--- config.mk ---
export PLATFORM = sky130hd
export DESIGN_NAME = ussu_top
export DESIGN_NICKNAME = d
export VERILOG_FILES = /design/src/hw/ussu_pkg.sv /design/src/hw/ussu_sync.sv /design/src/hw/ussu_top.sv
export SDC_FILE = /design/constraint.sdc
export NUM_CORES = 1
export LEC_CHECK = 0
export ABC_AREA = 1
export BUFFER_PORTS_ARGS = -buffer_cell sky130_fd_sc_hd__buf_2
export CORE_ASPECT_RATIO = 0.75
export CORE_MARGIN = 2
export CORE_UTILIZATION = 49
export DETAILED_ROUTE_END_ITERATION = 16
export PLACE_DENSITY = 0.8
export RECOVER_POWER = 50
export SYNTH_ARGS = -nofsm -noshare
export SYNTH_HDL_FRONTEND = slang
export SYNTH_SLANG_ARGS = --single-unit
--- constraint.sdc ---
create_clock -name I_MCLK -period 1.9 [get_ports I_MCLK]
set_input_delay 0.38 -clock I_MCLK [delete_from_list [all_inputs] [get_ports I_MCLK]]
set_output_delay 0.38 -clock I_MCLK [all_outputs]
set_load 0.03 [all_outputs]
--- src/hw/ussu_pkg.sv ---
// Constants and types for the universal serial shift unit
// Notes on behaviour
// - Shift clock at most half system clock
// - Start detector active only in two-wire mode
// - Start detection needs no software clocking
// - SDA fall with SCL high sets start flag
// - After start, hold SCL low until flag cleared
// - Two-wire slave samples SDA on SCL rise
// - Eight bits overflow counter, SCL forced low
// - SDA pulled low if MSB or port zero
// - Bytes flow one direction until stop/restart
// - No slew limiting, no input filtering
// - Writing one clears overflow; counter written
// - Sixteen toggle strobes complete one byte
// - Toggle/shift strobe pairs move one bit
// - External pin clock counts both edges
// - Counter preset to F overflows next edge
// - Software strobe increments counter too
// - Wire-mode field selects off, three, two-wire
// - Start hold in two-wire; pull-ups disabled
package ussu_pkg;
    // Wire modes in field order
    typedef enum logic [1:0] {
        WM_OFF,
        WM_THREE,
        WM_TWO,
        WM_TWO_HOLD
    } ussu_wire_mode_type;
    // Status word field positions
    localparam int ST_START_BIT = 7;
    localparam int ST_OVF_BIT = 6;
    localparam int ST_CNT_LSB = 0;
    // Control word field positions
    localparam int CT_SIE_BIT = 7;
    localparam int CT_OIE_BIT = 6;
    localparam int CT_WM_LSB = 4;
    localparam int CT_CS1_BIT = 3;
    localparam int CT_CS0_BIT = 2;
    localparam int CT_CLK_BIT = 1;
    localparam int CT_TC_BIT = 0;
    // Counter figures
    localparam logic [3:0] CNT_RESET = 4'h0;
    localparam logic [3:0] CNT_MAX = 4'hF;
    localparam logic [3:0] CNT_ACK_PRELOAD = 4'hE;
    // Reset values
    localparam logic [7:0] DATA_RESET = 8'h00;
    localparam logic [7:0] CTRL_RESET = 8'h00;
    // Pin levels before the first sample (bus idles high)
    localparam logic [1:0] PIN_RESET = 2'h3;
endpackage : ussu_pkg

--- src/hw/ussu_sync.sv ---
// Two-stage synchroniser for pin inputs
`timescale 1ns/10ps
`default_nettype none
module ussu_sync #(
    parameter int WIDTH = 2
) (
    input wire logic i_clk,
    input wire logic i_rst_b,
    input wire logic [WIDTH-1:0] i_async,
    output logic [WIDTH-1:0] o_sync
);
    logic [WIDTH-1:0] meta_r; // First stage, read only by second

    // Plain two flops; no filter on purpose
    always_ff @(posedge i_clk or negedge i_rst_b) begin
        if (!i_rst_b) begin
            meta_r <= {WIDTH{1'b1}};
            o_sync <= {WIDTH{1'b1}};
        end else begin
            meta_r <= i_async;
            o_sync <= meta_r;
        end
    end
endmodule // ussu_sync
`default_nettype wire

--- src/hw/ussu_top.sv ---
// Universal serial shift unit: shifter, edge counter, two-wire clock control
`timescale 1ns/10ps
`default_nettype none
module ussu_top (
    input wire logic I_MCLK,
    input wire logic I_RST_B,
    input wire logic I_DATA_WR,
    input wire logic [7:0] I_DATA_WDATA,
    input wire logic I_STATUS_WR,
    input wire logic [7:0] I_STATUS_WDATA,
    input wire logic I_CONTROL_WR,
    input wire logic [7:0] I_CONTROL_WDATA,
    input wire logic I_TIMER_MATCH,
    input wire logic I_PORT_OUT_SDA,
    input wire logic I_PORT_OUT_SCL,
    input wire logic I_PORT_DIR_SDA,
    input wire logic I_PORT_DIR_SCL,
    input wire logic I_PORT_DIR_DO,
    input wire logic I_SDA_IN,
    input wire logic I_SCL_IN,
    output logic O_SDA_OUT,
    output logic O_SDA_OE,
    output logic O_SCL_OUT,
    output logic O_SCL_OE,
    output logic O_DO_OUT,
    output logic O_DO_OE,
    output logic O_SCL_TOGGLE,
    output logic O_PULLUP_OFF,
    output logic [7:0] O_SHIFT_DATA,
    output logic [7:0] O_STATUS,
    output logic [7:0] O_CONTROL,
    output logic O_START_IRQ,
    output logic O_OVF_IRQ
);
    import ussu_pkg::*;

    // Whole state of the block
    typedef struct packed {
        logic [7:0] shift;        // Shift data register
        logic [3:0] cnt;          // Edge counter
        logic start_flag;         // Start condition seen
        logic ovf_flag;           // Counter overflowed
        logic sie;                // Start interrupt enable
        logic oie;                // Overflow interrupt enable
        logic [1:0] wm;           // Wire mode field
        logic cs1;                // Clock source select
        logic cs0;                // Edge select
        logic clk_sel;            // Counter on toggle strobe
        logic sda_prev;           // Last synced SDA
        logic scl_prev;           // Last synced SCL
        logic start_hold;         // SCL held after start
        logic do_bit;             // Latched MSB for output
        logic sda_out;
        logic sda_oe;
        logic scl_out;
        logic scl_oe;
        logic do_out;
        logic do_oe;
        logic toggle;             // Port SCL toggle pulse
        logic pullup_off;
        logic start_irq;
        logic ovf_irq;
    } ussu_state_type;

    ussu_state_type st_r;
    ussu_state_type st_nxt;
    logic [1:0] pins_sync;       // {sda, scl} after two flops
    logic sda_s;
    logic scl_s;
    logic two_wire;
    logic scl_rise;
    logic scl_fall;
    logic start_ev;
    logic shift_ev;
    logic count_ev;
    logic [3:0] cnt_inc;

    // Pins cross into the clock domain here
    ussu_sync #(
        .WIDTH(2)
    ) u_pin_sync (
        .i_clk(I_MCLK),
        .i_rst_b(I_RST_B),
        .i_async({I_SDA_IN, I_SCL_IN}),
        .o_sync(pins_sync)
    );

    assign sda_s = pins_sync[1];
    assign scl_s = pins_sync[0];

    // Next-state logic for the whole block
    always_comb begin
        logic cs1_e;
        logic cs0_e;
        logic clk_e;
        logic sw_strobe;
        logic tc_strobe;
        logic samp_edge;
        logic hold_ovf;
        logic drive_sda;
        cs1_e = st_r.cs1;
        cs0_e = st_r.cs0;
        clk_e = st_r.clk_sel;
        sw_strobe = 1'b0;
        tc_strobe = 1'b0;
        samp_edge = 1'b0;
        hold_ovf = 1'b0;
        drive_sda = 1'b0;
        st_nxt = st_r;
        // A control write acts with its own new settings
        if (I_CONTROL_WR) begin
            cs1_e = I_CONTROL_WDATA[CT_CS1_BIT];
            cs0_e = I_CONTROL_WDATA[CT_CS0_BIT];
            clk_e = I_CONTROL_WDATA[CT_CLK_BIT];
            sw_strobe = I_CONTROL_WDATA[CT_CLK_BIT];
            tc_strobe = I_CONTROL_WDATA[CT_TC_BIT];
            st_nxt.sie = I_CONTROL_WDATA[CT_SIE_BIT];
            st_nxt.oie = I_CONTROL_WDATA[CT_OIE_BIT];
            st_nxt.wm = I_CONTROL_WDATA[CT_WM_LSB+1:CT_WM_LSB];
            st_nxt.cs1 = cs1_e;
            st_nxt.cs0 = cs0_e;
            st_nxt.clk_sel = clk_e;
        end
        // Mode decode; upper code behaves as two-wire
        two_wire = st_nxt.wm[1];
        // Edges of the synced clock pin; a pin faster than
        // half the clock would lose edges here
        scl_rise = scl_s && !st_r.scl_prev;
        scl_fall = !scl_s && st_r.scl_prev;
        samp_edge = cs0_e ? scl_fall : scl_rise;
        // Clock source selection for the shifter
        if (cs1_e) begin
            shift_ev = samp_edge;
        end else if (cs0_e) begin
            shift_ev = I_TIMER_MATCH;
        end else begin
            shift_ev = sw_strobe;
        end
        // Counter source: pin counts both edges
        if (cs1_e && clk_e) begin
            count_ev = tc_strobe;
        end else if (cs1_e) begin
            count_ev = scl_rise || scl_fall;
        end else begin
            count_ev = shift_ev;
        end
        // Serial input always taken from the data pin
        if (I_DATA_WR) begin
            st_nxt.shift = I_DATA_WDATA;
        end else if (shift_ev) begin
            st_nxt.shift = {st_r.shift[6:0], sda_s};
        end
        // Output latch follows on the opposite pin edge; other clock sources and data writes latch the MSB at once
        if (I_DATA_WR || !cs1_e) begin
            st_nxt.do_bit = st_nxt.shift[7];
        end else if (cs0_e ? scl_rise : scl_fall) begin
            st_nxt.do_bit = st_r.shift[7];
        end
        // Counter: software load wins over a count
        cnt_inc = st_r.cnt + 4'h1;
        if (I_STATUS_WR) begin
            st_nxt.cnt = I_STATUS_WDATA[ST_CNT_LSB+3:ST_CNT_LSB];
        end else if (count_ev) begin
            st_nxt.cnt = cnt_inc;
        end
        // Overflow flag: clear by one; any status write blocks a new overflow
        if (I_STATUS_WR && I_STATUS_WDATA[ST_OVF_BIT]) begin
            st_nxt.ovf_flag = 1'b0;
        end
        if (count_ev && !I_STATUS_WR && st_r.cnt == CNT_MAX) begin
            st_nxt.ovf_flag = 1'b1;
        end
        // Start condition: SDA falls while SCL stays high;
        // purely pin-driven, no strobe or timer needed
        start_ev = two_wire && st_r.sda_prev && !sda_s && scl_s && st_r.scl_prev;
        if (I_STATUS_WR && I_STATUS_WDATA[ST_START_BIT]) begin
            st_nxt.start_flag = 1'b0;
        end
        if (start_ev) begin
            st_nxt.start_flag = 1'b1;
        end
        // Hold begins once the master pulls SCL low
        if (!st_nxt.start_flag || !two_wire) begin
            st_nxt.start_hold = 1'b0;
        end else if (!scl_s) begin
            st_nxt.start_hold = 1'b1;
        end
        // Overflow hold lasts until the flag is cleared
        hold_ovf = two_wire && st_nxt.ovf_flag;
        st_nxt.sda_prev = sda_s;
        st_nxt.scl_prev = scl_s;
        // Open-drain drivers only ever pull low
        st_nxt.sda_out = 1'b0;
        st_nxt.scl_out = 1'b0;
        drive_sda = !st_nxt.do_bit || !I_PORT_OUT_SDA;
        st_nxt.sda_oe = two_wire && I_PORT_DIR_SDA && drive_sda;
        st_nxt.scl_oe = two_wire && I_PORT_DIR_SCL
            && (!I_PORT_OUT_SCL || st_nxt.start_hold || hold_ovf);
        // Push-pull data out only in three-wire mode
        st_nxt.do_out = st_nxt.do_bit;
        st_nxt.do_oe = (st_nxt.wm == WM_THREE) && I_PORT_DIR_DO;
        st_nxt.toggle = tc_strobe;
        // Direct drive, no slew shaping; pull-ups off in two-wire mode
        st_nxt.pullup_off = two_wire;
        st_nxt.start_irq = st_nxt.start_flag && st_nxt.sie;
        st_nxt.ovf_irq = st_nxt.ovf_flag && st_nxt.oie;
    end

    // Single register stage for all state
    always_ff @(posedge I_MCLK or negedge I_RST_B) begin
        if (!I_RST_B) begin
            st_r <= '0;
            st_r.shift <= DATA_RESET;
            st_r.cnt <= CNT_RESET;
            st_r.sda_prev <= PIN_RESET[1];
            st_r.scl_prev <= PIN_RESET[0];
        end else begin
            st_r <= st_nxt;
        end
    end

    // Outputs straight from state flops
    assign O_SDA_OUT = st_r.sda_out;
    assign O_SDA_OE = st_r.sda_oe;
    assign O_SCL_OUT = st_r.scl_out;
    assign O_SCL_OE = st_r.scl_oe;
    assign O_DO_OUT = st_r.do_out;
    assign O_DO_OE = st_r.do_oe;
    assign O_SCL_TOGGLE = st_r.toggle;
    assign O_PULLUP_OFF = st_r.pullup_off;
    assign O_SHIFT_DATA = st_r.shift;
    // Strobe bits always read as zero
    assign O_STATUS = {st_r.start_flag, st_r.ovf_flag, 2'h0, st_r.cnt};
    assign O_CONTROL = {st_r.sie, st_r.oie, st_r.wm, st_r.cs1, st_r.cs0, 2'h0};
    assign O_START_IRQ = st_r.start_irq;
    assign O_OVF_IRQ = st_r.ovf_irq;

    // Detector never fires outside two-wire mode
    property p_start_only_two;
        @(posedge I_MCLK) disable iff (!I_RST_B)
        $rose(st_r.start_flag) |-> st_r.wm[1];
    endproperty
    a_start_only_two: assert property (p_start_only_two)
        else $error("start flag set outside two-wire mode");

    // Start event sets flag next cycle
    property p_start_sets;
        @(posedge I_MCLK) disable iff (!I_RST_B)
        start_ev |=> st_r.start_flag;
    endproperty
    a_start_sets: assert property (p_start_sets)
        else $error("start condition did not set flag");

    // Start hold keeps SCL pulled while driver enabled
    property p_start_hold;
        @(posedge I_MCLK) disable iff (!I_RST_B)
        (st_nxt.start_hold && I_PORT_DIR_SCL) |=> O_SCL_OE;
    endproperty
    a_start_hold: assert property (p_start_hold)
        else $error("SCL not held after start");

    // Overflow in two-wire mode holds SCL until cleared
    property p_ovf_hold;
        @(posedge I_MCLK) disable iff (!I_RST_B)
        (two_wire && st_nxt.ovf_flag && I_PORT_DIR_SCL) |=> O_SCL_OE;
    endproperty
    a_ovf_hold: assert property (p_ovf_hold)
        else $error("SCL not held on overflow");

    // SDA pulled low by zero MSB
    property p_sda_drive;
        @(posedge I_MCLK) disable iff (!I_RST_B)
        (two_wire && I_PORT_DIR_SDA && !st_nxt.do_bit) |=> (O_SDA_OE && !O_SDA_OUT);
    endproperty
    a_sda_drive: assert property (p_sda_drive)
        else $error("SDA not pulled low for zero bit");

    // Writing one clears overflow, even when a count is due
    property p_ovf_clear;
        @(posedge I_MCLK) disable iff (!I_RST_B)
        (I_STATUS_WR && I_STATUS_WDATA[ST_OVF_BIT]) |=> !st_r.ovf_flag;
    endproperty
    a_ovf_clear: assert property (p_ovf_clear)
        else $error("overflow flag not cleared by write");

    // Preset F overflows on the next counted edge
    property p_wrap;
        @(posedge I_MCLK) disable iff (!I_RST_B)
        (count_ev && !I_STATUS_WR && st_r.cnt == 4'hF)
            |=> (st_r.ovf_flag && st_r.cnt == 4'h0);
    endproperty
    a_wrap: assert property (p_wrap)
        else $error("counter did not overflow from F");

    // Pin edges both count in external mode
    property p_both_edges;
        @(posedge I_MCLK) disable iff (!I_RST_B)
        (st_r.cs1 && !st_r.clk_sel && !I_CONTROL_WR && !I_STATUS_WR
            && (scl_rise || scl_fall)) |=> (st_r.cnt == $past(st_r.cnt) + 4'h1);
    endproperty
    a_both_edges: assert property (p_both_edges)
        else $error("pin edge not counted");

    // Software strobe shifts one bit, MSB first
    property p_sw_shift;
        @(posedge I_MCLK) disable iff (!I_RST_B)
        (shift_ev && !I_DATA_WR) |=> (st_r.shift[7:1] == $past(st_r.shift[6:0]));
    endproperty
    a_sw_shift: assert property (p_sw_shift)
        else $error("shift did not move one bit");

    // Mode off releases every driver
    property p_off_quiet;
        @(posedge I_MCLK) disable iff (!I_RST_B)
        (st_nxt.wm == WM_OFF) |=> (!O_SDA_OE && !O_SCL_OE && !O_DO_OE);
    endproperty
    a_off_quiet: assert property (p_off_quiet)
        else $error("driver active with outputs disabled");

    // Software strobe advances the counter by one
    property p_sw_count;
        @(posedge I_MCLK) disable iff (!I_RST_B)
        (I_CONTROL_WR && !I_CONTROL_WDATA[CT_CS1_BIT] && !I_CONTROL_WDATA[CT_CS0_BIT]
            && I_CONTROL_WDATA[CT_CLK_BIT] && !I_STATUS_WR)
            |=> (st_r.cnt == $past(st_r.cnt) + 4'h1);
    endproperty
    a_sw_count: assert property (p_sw_count)
        else $error("software strobe did not count");

    // Clearing the start flag ends the start hold
    property p_start_release;
        @(posedge I_MCLK) disable iff (!I_RST_B)
        (I_STATUS_WR && I_STATUS_WDATA[ST_START_BIT] && !start_ev)
            |=> (!st_r.start_flag && !st_r.start_hold);
    endproperty
    a_start_release: assert property (p_start_release)
        else $error("start hold not released by flag clear");

    // Two-wire selection turns the pull-ups off
    property p_pullup_off;
        @(posedge I_MCLK) disable iff (!I_RST_B)
        (I_CONTROL_WR && I_CONTROL_WDATA[CT_WM_LSB+1]) |=> O_PULLUP_OFF;
    endproperty
    a_pullup_off: assert property (p_pullup_off)
        else $error("pull-ups left on in two-wire mode");

    // Overflow with its enable raises the request
    property p_ovf_irq;
        @(posedge I_MCLK) disable iff (!I_RST_B)
        (count_ev && !I_STATUS_WR && st_r.cnt == CNT_MAX && st_nxt.oie)
            |=> O_OVF_IRQ;
    endproperty
    a_ovf_irq: assert property (p_ovf_irq)
        else $error("overflow request missing");
endmodule // ussu_top
`default_nettype wire

==> results by group <==
Status
  – Status: complete, no violations

Synthesis
  – Top_reg_cell synth: dfrtp_1
  – Cell taking the most area after synthesis: dfrtp_1
  – Adder-cell share of the synthesized area: 0.0199
  – Mapped Cells: ~200
  – Mapped cell area: 1880 µm²
  – FF+latch count, synth: 35
  – Async S/R FF share, synth: 1.00
  – Sequential element share of the synthesized area: 0.469
  – Avg Cell Area, Syn: 9.22 µm²
  – Synth cell types: 32
  – Share of the synthesized area in the top cell type: 0.386
  – Synth warn: 0
  – Synth Area in XOR/XNOR: 0
  – Largest family of logic cells by synthesized area: simple AND/OR/NAND/NOR gates
  – Mux contribution to synthesized area: 0.00532
  – Compound-Gate Fraction of Synth Area: 0.0738
  – Post-Synth Simple-Gate Area: 0.264
  – Post-synth EDFFs: 0
  – Synth top area cells: dfrtp_1 (39%), buf_4 (10%), nand2_1 (8.6%)

Timing
  – Final hold vios: 0
  – Setup violators final: 0
  – Clock Skew: 0.00368 ns
  – RSZ-0062 raised after global routing: false
  – Fin Hold WS: 0.195 ns
  – Setup TNS: 0 ns
  – F_max: 626 MHz
  – Worst slew margin: 0.446
  – Period utilization: 0.841
  – Final Critical Period: 1.60 ns
  – Worst-Margin Slew: ~0.83 ns
  – Fin. max-slew vios: 0

Clock network
  – Clock-pin slew on the worst setup and hold paths: 0.06 ns
  – Worst skew pair latency: 0.28 ns
  – CTS tree: done
  – PostCTS Resize Cnt: 0
  – Cts hold-fix bufs: 0
  – Htree depth: 2
  – CTS buffer count: 5
  – Setup bufs post-CTS: 0
  – Clock Sinks: 35
  – CTS Root Cell: clkbuf_8
  – Clock Tree Buf Depth: 2

Flow run
  – Max-cap violations: 0

Die
  – Die X: 75.6 µm
  – Initial Util: 0.514
  – Core ar.: 3660 µm²
  – Core Rows: 19
  – DIE AREA: 4360 µm²
  – Die height: 57.7 µm
  – Top Ports: between 70 and 80

Placed design
  – Input/output buffers: 62
  – RePlAce Congestion: 0.824
  – Post-place instance area: 2070 µm²
  – Placed instance count: 295
  – Post-DP HPWL: roughly 2500 µm

Finish
  – Area growth syn-to-layout: 14.3%
  – Share of cells above drive strength 1: 0.390
  – Final antenna diode count: 0
  – Net count, final: 290
  – Cell Count, Final, Fillers Out: ~300
  – Design Area, Final: 2150 µm²
  – Most frequent cells in the layout: buf_2 (62), nand2_1 (46), dfrtp_1 (29)
  – Commonest non-fill, non-tap cell in the layout: buf_2

GRT
  – GR Overflow Total: 0
  – Initial antenna violation count: 0
  – Vias in the first global route: 1280
  – Largest net degree at the start of global routing: 36
  – First-pass GRT wire length: ~5400 µm
  – All-Layer GR Usage: 0.166

Worst setup path
  – Crit-path slowest cell: dfstp_2
  – CP Class: reg2reg
  – CP Capture Type: flop
  – Crit path launch type: flop
  – Crit-path max cell delay: 0.54 ns
  – Worst Path Max Fanout: 5
  – Critical path data arrival time: ~1.8 ns
  – Cell chain of the critical path: inv_1 > ha_1 > inv_1 > nand2_1 > nand3_2 > nand2_4 > o21ai_0 > nand2_1 > nor2_1 > nor2_1
  – Worst path required time: 2.08 ns

Detailed routing
  – DRC Markers: 0
  – Final WL: approximately 3300 µm
  – Wire per inst: 10.9 µm
  – DR iter-0 viols: 50
  – Vias per Instance: roughly 4.6
  – ANT nets after route: 0
  – Drt pass-1 iters: 6
  – Via count: 1387

Power
  – Pwr Density: 899 nW/µm²
  – Lkg Pwr: 1.19 nW
  – Tot Pwr: 1.93 mW
  – Peak supply drop: 0.554 mV

Min path
  – Hold Path Class: in2reg
==> worst paths after layout <==
kind / start / cells after the start / slack, ns / to
max: st_r[12] / 10 / 0.30 / O_STATUS[3]
min: I_SDA_IN / 1 / 0.20 / u_pin_sync.meta_r[1]
max reg2reg: st_r[12] / 10 / 0.30 / O_STATUS[3]
min reg2reg: u_pin_sync.meta_r[1] / 0 / 0.36 / u_pin_sync.o_sync[1]
max in group asynchronous: I_RST_B / 2 / 1.11 / O_CONTROL[2]
min in group asynchronous: I_RST_B / 2 / 0.27 / O_CONTROL[4]
==> power by group <==
part / internal, mW / leakage (nW) / switching (mW)
Sequential: 0.820 / 0.424 / 0.0497
Clock: 0.331 / 0.0515 / 0.247
Combinational: 0.149 / 0.720 / 0.335
==> critical path: cells and delay by family, from the launching register on <==
family / cells / cell delay [ns]
compound gates: 1 / 0.15
fa+ha+maj: 1 / 0.27
buf+inv: 2 / 0.10
flops: 1 / 0.54
simple gates: 6 / 0.42
==> cells in the mapped netlist, drive strengths merged (2+ instances only) <==
library cell  count
nand3            18
dfstp             6
a21boi            3
buf              27
dfrtp            29
o211ai            4
o21ai             5
nor2             11
a21oi             6
inv              23
o311ai            2
clkbuf            2
nand2            57
ha                3
nor3              2
==> layer usage <==
| metal | up-vias | routed length, µm | GRT usage | part of all wire |
|---|---|---|---|---|
| li1 | 712 | - | - | - |
| met1 | 624 | 1630 | 0.224 | 0.49 |
| met2 | 48 | 1430 | 0.257 | 0.43 |
| met3 | 3 | 212 | 0.0504 | 0.064 |
| met4 | 0 | 29 | 0.0526 | 0.0088 |
| met5 | - | 0 | 0 | 0 |
==> through the flow <==
step                      worst slack (ns)   util
after floorplan                      0.419      -
after global placement               0.267  0.564
after detailed placement             0.249  0.564
after CTS                            0.304  0.592
after global routing                 0.154  0.587
final                                0.303  0.587
==> state kept, by name, summed over array words and instances (netlist names), 2 cells and up <==
register           flops
st_r                   4
u_pin_sync.meta_r      2
O_SHIFT_DATA           8
O_CONTROL              5
O_STATUS               6
u_pin_sync.o_sync      2
==> layout make-up <==
class                           count  area, µm²
Timing Repair Buffer               63        315
Inverter                           23       93.8
Tap cell                           52       65.1
Fill cell                         365       1510
Multi-Input combinational cell    122        693
Clock buffer                        8        100
Sequential cell                    35        883
==> logic make-up after synthesis <==
kind of cell	after synthesis
AND/OR/NAND/NOR	91
buffers and inverters	52
flip-flops	35
AO/OA/AOI/OAI	21
adder cells (fa/ha/maj)	3
multiplexers	1
other	1
No activity file was read; power rests on OpenSTA's default activity.
